## config.mk

```make
export PLATFORM = sky130hd
export DESIGN_NAME = mcc_ctrl
export DESIGN_NICKNAME = d
export VERILOG_FILES = /design/src/hdl/mcc_pkg.sv /design/src/hdl/mcc_ctrl.sv /design/src/hdl/mcc_fifo.sv
export SDC_FILE = /design/constraint.sdc
export NUM_CORES = 1
export LEC_CHECK = 0
export BUFFER_PORTS_ARGS = -buffer_cell sky130_fd_sc_hd__buf_2
export CAP_MARGIN = 20
export CORE_MARGIN = 5
export CORE_UTILIZATION = 49
export DETAILED_ROUTE_END_ITERATION = 8
export GPL_TIMING_DRIVEN = 0
export PLACE_DENSITY_LB_ADDON = 0.25
export SYNTH_ARGS = -nofsm -noshare
export SYNTH_HDL_FRONTEND = slang
export SYNTH_SLANG_ARGS = --single-unit
```

## constraint.sdc

```tcl
create_clock -name mclk -period 5.7 [get_ports mclk]
set_input_delay 0.285 -clock mclk [delete_from_list [all_inputs] [get_ports mclk]]
set_output_delay 0.285 -clock mclk [all_outputs]
set_load 0.05 [all_outputs]
```

## src/hdl/mcc_pkg.sv

```systemverilog
// constants and types shared by the memory and i/o chip-select controller
// Summary of operation
// - narrow accesses put byte address on write enables
// - direction valid one clock after start, whole transaction
// - direction never early for dma transactions
// - trace acknowledge after programmed wait states elapse
// - trace acknowledge pulses once per burst beat
// - six regions, one active-low chip select each
// - regions 0 and 1 programmable decoders
// - regions 2 to 5 fixed 32 MB ranges
// - per-region type and read/write wait states
// - per-region port width 8, 16, 32, interleaved
// - compare address to all regions, drive on match
// - single and up to four-word bursts
// - core burst reads use subblock order
// - dma bursts increment word address linearly
// - dma/pci data moves through requester fifo
// - base plus page mask decides region 0/1 hit
// - transceiver enable and direction controls generated
// - trace start low exactly one clock per transaction
// - start cycle puts quad address (word address for dma/pci) on data lines
package mcc_pkg;
    localparam int NUM_REGIONS = 6;
    localparam int ADDR_W = 32;
    localparam int DATA_W = 32;
    localparam int MEM_ADDR_HI = 25;
    localparam int WAIT_W = 4;
    localparam int FIFO_DEPTH = 8;
    localparam int MAX_BEATS = 4;
    localparam int PROG_REGIONS = 2;
    localparam int MASK_LSB = 16;
    // fixed regions 2..5 base addresses, 32 MB each
    localparam logic [ADDR_W-1:0] FIXED_BASE2 = 32'h1000_0000;
    localparam logic [ADDR_W-1:0] FIXED_STEP = 32'h0200_0000;
    localparam int FIXED_SIZE_LSB = 25;
    localparam logic [1:0] PORT_W8 = 2'h0;
    localparam logic [1:0] PORT_W16 = 2'h1;
    localparam logic [1:0] PORT_W32 = 2'h2;
    localparam logic [1:0] PORT_WIL = 2'h3;
    localparam logic [1:0] SRC_CORE = 2'h0;
    localparam logic [1:0] SRC_DMA = 2'h1;
    localparam logic [1:0] SRC_PCI = 2'h2;
    localparam logic [1:0] MTYPE_DPM = 2'h3;
    typedef enum logic [4:0] {
        MCC_IDLE = 5'b00001,
        MCC_START = 5'b00010,
        MCC_WAIT = 5'b00100,
        MCC_BEAT = 5'b01000,
        MCC_HOLD = 5'b10000
    } mcc_state_t;
endpackage

```

## src/hdl/mcc_ctrl.sv

```systemverilog
// memory and i/o chip-select controller top
`timescale 1ns/1ns
`default_nettype none
module mcc_ctrl
    import mcc_pkg::*;
(
    input wire logic mclk,
    input wire logic srst,
    input wire logic ce,
    // request port from the arbitrated core/dma/pci bus
    input wire logic req_valid,
    output logic req_ready,
    input wire logic [1:0] req_src,
    input wire logic req_write,
    input wire logic req_instr,
    input wire logic [ADDR_W-1:0] req_addr,
    input wire logic [2:0] req_beats,
    input wire logic [DATA_W-1:0] req_wdata,
    output logic [DATA_W-1:0] core_rdata,
    output logic core_ack,
    // dma/pci write data into the controller
    input wire logic [DATA_W-1:0] wfifo_data,
    input wire logic wfifo_valid,
    output logic wfifo_ready,
    // dma/pci read data out
    output logic [DATA_W-1:0] rfifo_data,
    output logic rfifo_valid,
    input wire logic rfifo_ready,
    // per-region configuration
    input wire logic [ADDR_W-1:0] base0,
    input wire logic [ADDR_W-1:0] base1,
    input wire logic [ADDR_W-1:0] mask0,
    input wire logic [ADDR_W-1:0] mask1,
    input wire logic [2*NUM_REGIONS-1:0] mem_type,
    input wire logic [2*NUM_REGIONS-1:0] port_width,
    input wire logic [WAIT_W*NUM_REGIONS-1:0] rd_waits,
    input wire logic [WAIT_W*NUM_REGIONS-1:0] wr_waits,
    output logic no_match,
    // memory pins
    output logic [MEM_ADDR_HI:0] mem_addr,
    output logic [NUM_REGIONS-1:0] mem_cs_n,
    output logic mem_oe_n,
    output logic [3:0] mem_we_n,
    input wire logic [DATA_W-1:0] mem_data_in,
    output logic [DATA_W-1:0] mem_data_out,
    output logic mem_data_oe,
    output logic xcvr_oe_n,
    output logic xcvr_dir_n,
    // trace outputs
    output logic trace_start_n,
    output logic trace_ack_n,
    output logic trace_dma_n,
    output logic trace_instr_n,
    output logic xfer_direction_n,
    output logic xfer_direction_oe
);
    // ----------------------------------------------------------------
    // input synchroniser for the data pins
    // ----------------------------------------------------------------
    logic [DATA_W-1:0] data_meta;
    logic [DATA_W-1:0] data_sync;
    always_ff @(posedge mclk) begin
        if (ce) begin
            data_meta <= mem_data_in;
            data_sync <= data_meta;
        end
    end

    // ----------------------------------------------------------------
    // region decode
    // ----------------------------------------------------------------
    logic [NUM_REGIONS-1:0] hit;
    genvar g;
    generate
        for (g = 0; g < NUM_REGIONS; g++) begin : g_dec
            if (g < PROG_REGIONS) begin : g_prog
                logic [ADDR_W-1:0] b;
                logic [ADDR_W-1:0] m;
                assign b = (g == 0) ? base0 : base1;
                assign m = ((g == 0) ? mask0 : mask1) | ADDR_W'((1 << MASK_LSB) - 1);
                assign hit[g] = ((req_addr & ~m) == (b & ~m));
            end else begin : g_fix
                localparam logic [ADDR_W-1:0] FB = FIXED_BASE2 + ADDR_W'(g - 2) * FIXED_STEP;
                assign hit[g] = (req_addr[ADDR_W-1:FIXED_SIZE_LSB] == FB[ADDR_W-1:FIXED_SIZE_LSB]);
            end
        end
    endgenerate

    // lowest region wins so only one select is possible
    logic [NUM_REGIONS-1:0] sel_onehot;
    assign sel_onehot = hit & (~hit + 1'b1);
    assign no_match = req_valid && (hit == '0);

    // ----------------------------------------------------------------
    // transaction state
    // ----------------------------------------------------------------
    mcc_state_t state;
    mcc_state_t next_state;
    logic [NUM_REGIONS-1:0] cur_sel;
    logic [2:0] cur_reg;
    logic [1:0] cur_src;
    logic cur_write;
    logic cur_instr;
    logic [ADDR_W-1:0] cur_addr;
    logic [1:0] start_word;
    logic [1:0] beat;
    logic [1:0] last_beat;
    logic [WAIT_W-1:0] wcnt;
    logic [WAIT_W-1:0] cur_waits;
    logic [1:0] word_idx;
    logic [1:0] addr_beat;
    logic [MEM_ADDR_HI:0] lin_addr;
    logic rfifo_in_ready;
    logic is_dma_next;
    logic [2:0] hit_idx;
    logic fifo_rd_ok;
    logic fifo_wr_ok;
    logic is_dma;

    always_comb begin
        hit_idx = '0;
        for (int i = NUM_REGIONS - 1; i >= 0; i--) begin
            if (sel_onehot[i]) begin
                hit_idx = 3'(i);
            end
        end
    end

    assign is_dma = (cur_src != SRC_CORE);
    assign cur_waits = cur_write ? wr_waits[cur_reg*WAIT_W +: WAIT_W] : rd_waits[cur_reg*WAIT_W +: WAIT_W];
    // leaving a beat the pins already show the next word, covering the input synchroniser delay
    assign addr_beat = (state == MCC_BEAT) ? beat + 1'b1 : beat;
    assign lin_addr = cur_addr[MEM_ADDR_HI:0] + {addr_beat, 2'b00};
    // core reads walk subblock order, everything else is linear
    assign word_idx = (!is_dma && !cur_write) ? (start_word ^ addr_beat) : lin_addr[3:2];
    assign fifo_wr_ok = !is_dma || !cur_write || wfifo_valid;
    assign fifo_rd_ok = !is_dma || cur_write || rfifo_in_ready;
    assign req_ready = (state == MCC_IDLE) && ce;

    logic rfifo_push;
    assign rfifo_push = (state == MCC_BEAT) && is_dma && !cur_write;

    always_comb begin
        next_state = state;
        unique case (state)
            MCC_IDLE: begin
                if (req_valid && hit != '0) begin
                    next_state = MCC_START;
                end
            end
            MCC_START: next_state = MCC_WAIT;
            MCC_WAIT: begin
                if (wcnt == '0 && fifo_wr_ok && fifo_rd_ok) begin
                    next_state = MCC_BEAT;
                end
            end
            MCC_BEAT: begin
                if (beat == last_beat) begin
                    next_state = MCC_HOLD;
                end else begin
                    next_state = MCC_WAIT;
                end
            end
            MCC_HOLD: next_state = MCC_IDLE;
        endcase
    end

    always_ff @(posedge mclk) begin
        if (srst) begin
            state <= MCC_IDLE;
        end else if (ce) begin
            state <= next_state;
        end
    end

    always_ff @(posedge mclk) begin
        if (srst) begin
            cur_sel <= '0;
            cur_reg <= '0;
            cur_src <= SRC_CORE;
            cur_write <= 1'b0;
            cur_instr <= 1'b0;
            cur_addr <= '0;
            start_word <= '0;
            last_beat <= '0;
        end else if (ce && state == MCC_IDLE && req_valid && hit != '0) begin
            cur_sel <= sel_onehot;
            cur_reg <= hit_idx;
            cur_src <= req_src;
            cur_write <= req_write;
            cur_instr <= req_instr && (req_src == SRC_CORE);
            cur_addr <= req_addr;
            start_word <= req_addr[3:2];
            last_beat <= (req_beats > 3'(MAX_BEATS)) ? 2'(MAX_BEATS - 1) :
                         (req_beats == '0) ? '0 : 2'(req_beats - 3'd1);
        end
    end

    always_ff @(posedge mclk) begin
        if (srst) begin
            beat <= '0;
            wcnt <= '0;
        end else if (ce) begin
            if (state == MCC_START || state == MCC_HOLD) begin
                wcnt <= cur_waits;
                beat <= '0;
            end else if (state == MCC_WAIT && wcnt != '0) begin
                wcnt <= wcnt - 1'b1;
            end else if (state == MCC_BEAT) begin
                wcnt <= cur_waits;
                beat <= beat + 1'b1;
            end
        end
    end

    // ----------------------------------------------------------------
    // memory pins
    // ----------------------------------------------------------------
    logic active;
    logic [1:0] pw;
    assign active = (state == MCC_WAIT) || (state == MCC_BEAT);
    assign pw = port_width[cur_reg*2 +: 2];

    always_ff @(posedge mclk) begin
        if (srst) begin
            mem_cs_n <= '1;
            mem_oe_n <= 1'b1;
            mem_we_n <= '1;
            mem_addr <= '0;
        end else if (ce) begin
            if (next_state == MCC_WAIT || next_state == MCC_BEAT) begin
                mem_cs_n <= ~cur_sel;
                mem_addr <= {(!is_dma && !cur_write) ? cur_addr[MEM_ADDR_HI:4] : lin_addr[MEM_ADDR_HI:4],
                             word_idx, 2'b00};
                mem_oe_n <= cur_write;
                if (pw == PORT_W8 || pw == PORT_W16) begin
                    mem_we_n <= {2'b11, cur_addr[1:0]};
                end else if (cur_write && (mem_type[cur_reg*2 +: 2] != MTYPE_DPM || next_state == MCC_BEAT)) begin
                    mem_we_n <= '0;
                end else begin
                    mem_we_n <= '1;
                end
            end else begin
                mem_cs_n <= '1;
                mem_oe_n <= 1'b1;
                mem_we_n <= '1;
            end
        end
    end

    // ----------------------------------------------------------------
    // data path and fifos
    // ----------------------------------------------------------------
    logic [DATA_W-1:0] wdata_reg;
    assign wfifo_ready = (state == MCC_BEAT) && is_dma && cur_write && ce;

    always_ff @(posedge mclk) begin
        if (srst) begin
            mem_data_out <= '0;
            mem_data_oe <= 1'b0;
            core_rdata <= '0;
            core_ack <= 1'b0;
            wdata_reg <= '0;
        end else if (ce) begin
            core_ack <= (state == MCC_BEAT) && !is_dma;
            if (state == MCC_IDLE && req_valid) begin
                wdata_reg <= req_wdata;
                // start cycle carries the quad address for core requests, the word address for dma/pci, for the trace
                mem_data_out <= {req_addr[ADDR_W-1:4], (req_src != SRC_CORE) ? req_addr[3:2] : 2'b00, 2'b00};
                mem_data_oe <= (hit != '0);
            end else if (active && cur_write) begin
                mem_data_out <= is_dma ? wfifo_data : wdata_reg;
                mem_data_oe <= 1'b1;
            end else begin
                mem_data_oe <= 1'b0;
            end
            if (state == MCC_BEAT && !is_dma && !cur_write) begin
                core_rdata <= data_sync;
            end
        end
    end

    mcc_fifo #(.WIDTH(DATA_W), .DEPTH(FIFO_DEPTH)) u_rfifo (
        .mclk(mclk),
        .srst(srst),
        .ce(ce),
        .in_data(data_sync),
        .in_valid(rfifo_push),
        .in_ready(rfifo_in_ready),
        .out_data(rfifo_data),
        .out_valid(rfifo_valid),
        .out_ready(rfifo_ready)
    );

    // ----------------------------------------------------------------
    // transceiver and trace outputs
    // ----------------------------------------------------------------
    always_ff @(posedge mclk) begin
        if (srst) begin
            xcvr_oe_n <= 1'b1;
            xcvr_dir_n <= 1'b1;
            trace_start_n <= 1'b1;
            trace_ack_n <= 1'b1;
            trace_dma_n <= 1'b1;
            trace_instr_n <= 1'b1;
            xfer_direction_n <= 1'b1;
            xfer_direction_oe <= 1'b0;
        end else if (ce) begin
            xcvr_oe_n <= !(next_state == MCC_WAIT || next_state == MCC_BEAT);
            xcvr_dir_n <= !cur_write;
            trace_start_n <= !(next_state == MCC_START);
            trace_ack_n <= !(next_state == MCC_BEAT);
            if (next_state == MCC_START) begin
                trace_dma_n <= is_dma_next;
                trace_instr_n <= !(req_instr && req_src == SRC_CORE);
            end
            // direction valid the clock after start, held to the end
            if (state == MCC_START) begin
                xfer_direction_n <= cur_write;
                xfer_direction_oe <= 1'b1;
            end else if (next_state == MCC_IDLE) begin
                xfer_direction_n <= 1'b1;
                xfer_direction_oe <= 1'b0;
            end
        end
    end

    assign is_dma_next = !(req_src != SRC_CORE);
endmodule
`default_nettype wire

```

## src/hdl/mcc_fifo.sv

```systemverilog
// data fifo with valid/ready on both sides
`timescale 1ns/1ns
`default_nettype none
module mcc_fifo #(
    parameter int WIDTH = 32,
    parameter int DEPTH = 8
) (
    input wire logic mclk,
    input wire logic srst,
    input wire logic ce,
    input wire logic [WIDTH-1:0] in_data,
    input wire logic in_valid,
    output logic in_ready,
    output logic [WIDTH-1:0] out_data,
    output logic out_valid,
    input wire logic out_ready
);
    localparam int AW = $clog2(DEPTH);
    logic [WIDTH-1:0] mem [DEPTH];
    logic [AW-1:0] wptr;
    logic [AW-1:0] rptr;
    logic [AW:0] count;
    logic push;
    logic pop;

    assign in_ready = (count != (AW+1)'(DEPTH));
    assign out_valid = (count != '0);
    assign out_data = mem[rptr];
    assign push = in_valid && in_ready && ce;
    assign pop = out_valid && out_ready && ce;

    always_ff @(posedge mclk) begin
        if (push) begin
            mem[wptr] <= in_data;
        end
    end

    always_ff @(posedge mclk) begin
        if (srst) begin
            wptr <= '0;
            rptr <= '0;
            count <= '0;
        end else begin
            if (push) begin
                wptr <= (wptr == AW'(DEPTH-1)) ? '0 : wptr + 1'b1;
            end
            if (pop) begin
                rptr <= (rptr == AW'(DEPTH-1)) ? '0 : rptr + 1'b1;
            end
            count <= count + (AW+1)'(push) - (AW+1)'(pop);
        end
    end
endmodule
`default_nettype wire

```

Word level (Yosys, flattened, before mapping) --
Memory sizes are Yosys's and may differ from the RTL's. A register that Yosys moved wholly into a read port is not among the register bits. Index checks and enable logic that the tools add are counted.
Word-level totals: bits in writable memories 256, output and inout bits 147, register bits after elaboration 268, memories kept 1, input port bits 341, logic and storage cells 181
Cells by class: reductions and logical operators 60, muxes and demuxes 42, shifts and indexed selects 4, equality and inequality tests 22, bitwise logic cells 10, add/sub/neg operators 9, $lt $le $gt $ge 1
Memory list:
- u_rfifo.mem | words 8, bits a word 32, read ports 1, clocked after Yosys merged registers in 1, write ports 1, RTL line mcc_fifo.sv:19 | logic [WIDTH-1:0] mem [DEPTH];
Operators by type and width (count):
- $and A32 B32 Y32 | 4
- $mux W32 | 3
- $eq A32 B32 Y1 | 2
- $not A32 Y32 | 2
- $shiftx A24 B6 Y4 | 2
- $mux W3 | 10
- $eq A7 B4 Y1 const B | 4
- $mux W4 | 7
- $add A26 B4 Y26 | 1
- $pmux W5 S5 | 1
- $shiftx A12 B5 Y2 | 2
- $logic_and A1 B1 Y1 | 23
- $mux W22 | 1
- $reduce_and A2 Y1 | 8
- $mux W5 | 3
- $mux W2 | 7
- $not A6 Y6 | 2
- $eq A5 B1 Y1 const B | 2
- $eq A5 B2 Y1 const B | 2
- $eq A5 B3 Y1 const B | 2
- $eq A5 B4 Y1 const B | 2
- $logic_or A1 B1 Y1 | 9
- $mux W1 | 9
- $reduce_bool A2 Y1 | 4
- other kinds (25) | 36

Depth between registers and ports, before layout --
depth after elaboration 14, mapped depth 15, mapped depth without buffers 12

Cells and area by module --
From an unflattened synthesis, not the netlist that was laid out.
Unflattened totals: cell total of the unflattened synthesis 1643, area total of the unflattened synthesis 21927.3 µm²
By module, submodules not included:
- mcc_ctrl | area each 11433.5 µm², cells each 1199, times used 1, sequential area each 5745.5 µm²
- mcc_fifo | area each 10493.8 µm², cells each 444, times used 1, sequential area each 7947.6 µm²

Worst setup path before layout --
OpenSTA, ideal clock, no wires.
path type register to register, start point register state[0], end point memory u_rfifo.mem[0][0], enable pin, period minus slack after synthesis 5.371 ns, buffers on the path 4, setup slack 0.329 ns, cell stages (with the launch flop) 10, setup time 0.501 ns, arrival time 4.870 ns, required time 5.199 ns, cells stage by stage dfxtp_1 -> buf_6 -> or3_4 -> buf_6 -> nor2_2 -> buf_4 -> nand2_1 -> a2111o_1 -> buf_2 -> nor4_1
On the way: longest elaborated chain between the ends 7
Ends and longest elaborated chain:
- start: declaration | RTL line mcc_ctrl.sv:97 | mcc_state_t state;
- start signal: assignment | RTL line mcc_ctrl.sv:172 | state <= next_state;
- $eq A5 B4 Y1 | RTL line mcc_ctrl.sv:141 | assign rfifo_push = (state == MCC_BEAT) && is_dma && !cur_write;
- $logic_and A1 B1 Y1 (2 in series) | RTL line mcc_ctrl.sv:141
- $logic_and A1 B1 Y1 (2 in series) | RTL line mcc_fifo.sv:29 | assign push = in_valid && in_ready && ce;
- $mux W1 | RTL line mcc_fifo.sv:33 | if (push) begin
- $mux W1 (implied by the code) | RTL line mcc_fifo.sv:34 | mem[wptr] <= in_data;
- end: declaration | RTL line mcc_fifo.sv:19
Every way passes these cells.

Worst setup path after layout --
start point register state[0], end point register mem_addr[16]
On the way: longest elaborated chain between the ends 5, elaborated cells between the ends (all ways) 15, classes of those cells add/sub: 1; eq/ne: 7; mux: 5; reduce/logical: 2
Ends and longest elaborated chain:
- branches (longest 5 deep; another with $add A26 B4 Y26)
- end signal: assignment | RTL line mcc_ctrl.sv:233 | mem_addr <= {(!is_dma && !cur_write) ? cur_addr[MEM_ADDR_HI:4] : lin_addr[MEM_ADDR_HI:4],
- end: declaration | RTL line mcc_ctrl.sv:40 | output logic [MEM_ADDR_HI:0] mem_addr,
Parallel ways; which one is timed is not known. A chain may end at the register's enable or synchronous reset.

==> run metrics <==
Clock Pin Slew Worst Setup and Hold Paths=0.06 ns; Clock Latency Late Sink=0.62 ns; largest net degree at the start of global routing=66; combinational share of power=11.3%; TritonCTS Sinks=524; Critical-path top delay cell=xnor2_1; Crit path required time=6.21 ns; routed len/inst=23.08 um; Max Slew Vio Count=0; Hold Crit Class=in -> reg; Crit path depth=15; Yosys cell types=71; Area growth syn-to-layout=26.80%; Hold Crit Endpoint=cur_addr[20]$_SDFFE_PP0P_; Tcrit/Tclk final=65.88%; Avg Vias per Cell=5.521; pwr/cell area=317.9 nW/um^2; hpwl dp=49430 um; largest fanout on the critical path=10; startpoint types=flop; GPL Wtd Cong=0.9864; wire length of the first global-routing pass=99190 um; total power=8.648 mW; Cell Area, Placed=24570 sq um; # Max-Cap Violations=0; design area=27200 sq um; count of buffers from port buffering=412; Rel. slew slack=31.55%; Sw Ratio=24.78%; Hold Vio Cnt, Final=0; post-synthesis sequential element count=524; IR drop worst, VDD=0.0002381 V; yosys warns=0; area share of the largest cell type after synthesis=44.79%; Avg Inst Size Synth=12.58 sq um; CP delay by family, top=simple AND/OR/NAND/NOR gates; Crit. End Element=flop; I/O pin count=488; Die Ht=219.2 um; GRT overflow=0; RSZ-0062 raised after global routing=no; Largest register FFs=256; vias in the first global route=16560; min-delay src=req_addr[20]; synth top area cells=edfxtp_1, dfxtp_1, mux4_2, nand2_1, a21oi_1; share of layout cells above drive strength 1=29.53%; worst slack, placed=1.855 ns; Global Route Usage Sum=27.50%; mapped cell area=21450 sq um; flop2flop setup slack=1.94 ns; clock power share=40.4%; First-pass DRT Iterations=5; r2r endpoint=mem_addr[16]$_SDFFE_PP0P_; fmax=0.2663 GHz; status=complete, no violations; Root Driver=clkbuf_16; R2R Path Start=state[0]$_SDFFE_PP1P_; worst-case clock buffer depth=3; post-route setup slack=1.945 ns; CTS tree=yes; top post-synthesis cells by count=edfxtp_1, nand2_1, dfxtp_1; total core area=43170 sq um; internal cell power=6.505 mW; register area share after synthesis=63.83%; depth of the most critical reg-to-reg path=15; CTS buffer count=53; DIE AREA=48060 sq um; leak pwr=9.825 nW; # fillers=3405; minimum clock period=3.755 ns; # nets final=2636; Most flops, register=u_rfifo.mem; prevailing post-synth register cell=edfxtp_1; CP arrival=4.27 ns; Post-Route Skew=0.02264 ns; Core Rows=76; slowest stage delay, CP=0.50 ns; Initial Util=49.69%; critical-path cell list=buf_6 > or3_4 > buf_6 > nor2_2 > buf_4 > nand2_1 > xnor2_1 > fa_1 > o2111ai_1 > nor2b_1 > and2_1 > clkbuf_1 > nand4_1 > xor2_1 > a211oi_1; vias=16100; most frequent cell after synthesis=edfxtp_1; die width=219.2 um; Post-synth ARST share=0%; number of synthesized flops with an enable pin=320; Final setup viols=0; initial antenna violation count=9; WS Path Type=reg -> reg; final setup TNS=0 ns; Flop pwr share=48.3%; area leader, netlist=edfxtp_1; WP buf/inv=4; final wirelength=67270 um; Psw=2.142 mW; H-tree levels=2; Hold Path Depth=3; Slew @ Worst Pin=1.018 ns; synthesized instance count=1705; DRT iter0 DRCs=1101; drt drc=0; antenna viol nets, final=0; CP dominant cell by count=buf_6; Worst Hold Slack=0.02816 ns
repair_timing:
item | 4_1_cts | 5_1_grt
endpoints found under the hold margin | 84 | 0
hold buffers | 84 | 0
gates resized for setup | 0 | 0
setup buffers | 0 | 0
layer usage:
layer,wire length [um],track usage (%),part of all wire (%),vias up
met1,26400,34.22,39,7935
li1,-,-,-,7411
met3,4252,4.939,6.3,124
met2,33900,47.61,50,625
met4,2711,11.41,4.0,0
met5,0,0,0,-
placed cells by master (no fill, tap or decap), types with 8 or more instances in the layout:
cell type and n:
dfxtp_1 204, clkbuf_16 54, dlygate4sd3_1 84, mux4_2 77, a211oi_1 27, nand3_1 18
buf_2 428, inv_1 19, edfxtp_1 320, nor2_1 126, a21oi_1 186, xor2_1 17
buf_1 13, buf_4 13, xnor2_1 45, nor3_1 10, nand2_1 295, clkbuf_1 85
buf_6 16, o21ai_1 8, clkinv_2 9, o22ai_1 20, clkbuf_8 9, o21ai_0 16
nand2b_1 11, mux2_2 33, ha_1 13, a311oi_1 31
worst min-delay path: stages:
cell     delay [ns]
buf_2          0.17
nand2_1        0.08
a21oi_1        0.05
kinds of logic after synthesis:
logic type               synth area share (%)
flip-flops                              63.83
other                                 0.01748
AND/OR/NAND/NOR                         10.27
AO/OA/AOI/OAI                           9.490
multiplexers                            10.32
buffers and inverters                   2.601
XOR/XNOR                                2.531
adder cells (fa/ha/maj)                0.9449
area by class of cell:
| type | count | area, sq um | share of cell area, % |
|---|---|---|---|
| flip-flops and latches | 524 | 13690 | 50.34 |
| multi-input cells | 1050 | 7253 | 26.67 |
| repair buffers | 519 | 3176 | 11.67 |
| clock buffers | 75 | 1520 | 5.589 |
| well taps | 585 | 732.0 | 2.691 |
| plain buffers | 112 | 483.0 | 1.776 |
| clock inverters | 23 | 251.5 | 0.9246 |
| inverters | 20 | 75.07 | 0.2760 |
| diodes | 7 | 17.52 | 0.06440 |
worst max path at each step:
stage / from / end / slack [ns]
floorplan: state[0]$_SDFFE_PP1P_ / u_rfifo.mem[0][0]$_DFFE_PP_ / 0.33
global placement: ce / u_rfifo.mem[0][15]$_DFFE_PP_ / -3.52
detailed placement: ce / u_rfifo.mem[2][15]$_DFFE_PP_ / 1.86
CTS: flop / rfifo_data[6] / 1.98
global route: state[0]$_SDFFE_PP1P_ / mem_addr[16]$_SDFFE_PP0P_ / 1.79
finish: state[0]$_SDFFE_PP1P_ / mem_addr[16]$_SDFFE_PP0P_ / 1.94
stage by stage:
stage,instances,utilization [%]
6_report,2915,63.01
5_1_grt,2915,63.01
4_1_cts,2908,62.97
3_5_place_dp,2726,56.92
3_3_place_gp,2703,56.17
2_1_floorplan,1706,-
power groups by stage:
stage,clock network (mW),registers [mW],logic [mW]
after floorplan,0,4.27,0.571
after global placement,0,4.25,0.921
after detailed placement,0,4.25,0.933
after CTS,3.55,4.17,0.981
after global routing,3.72,4.18,1.05
final,3.50,4.17,0.977
No activity file was read; power rests on OpenSTA's default activity.
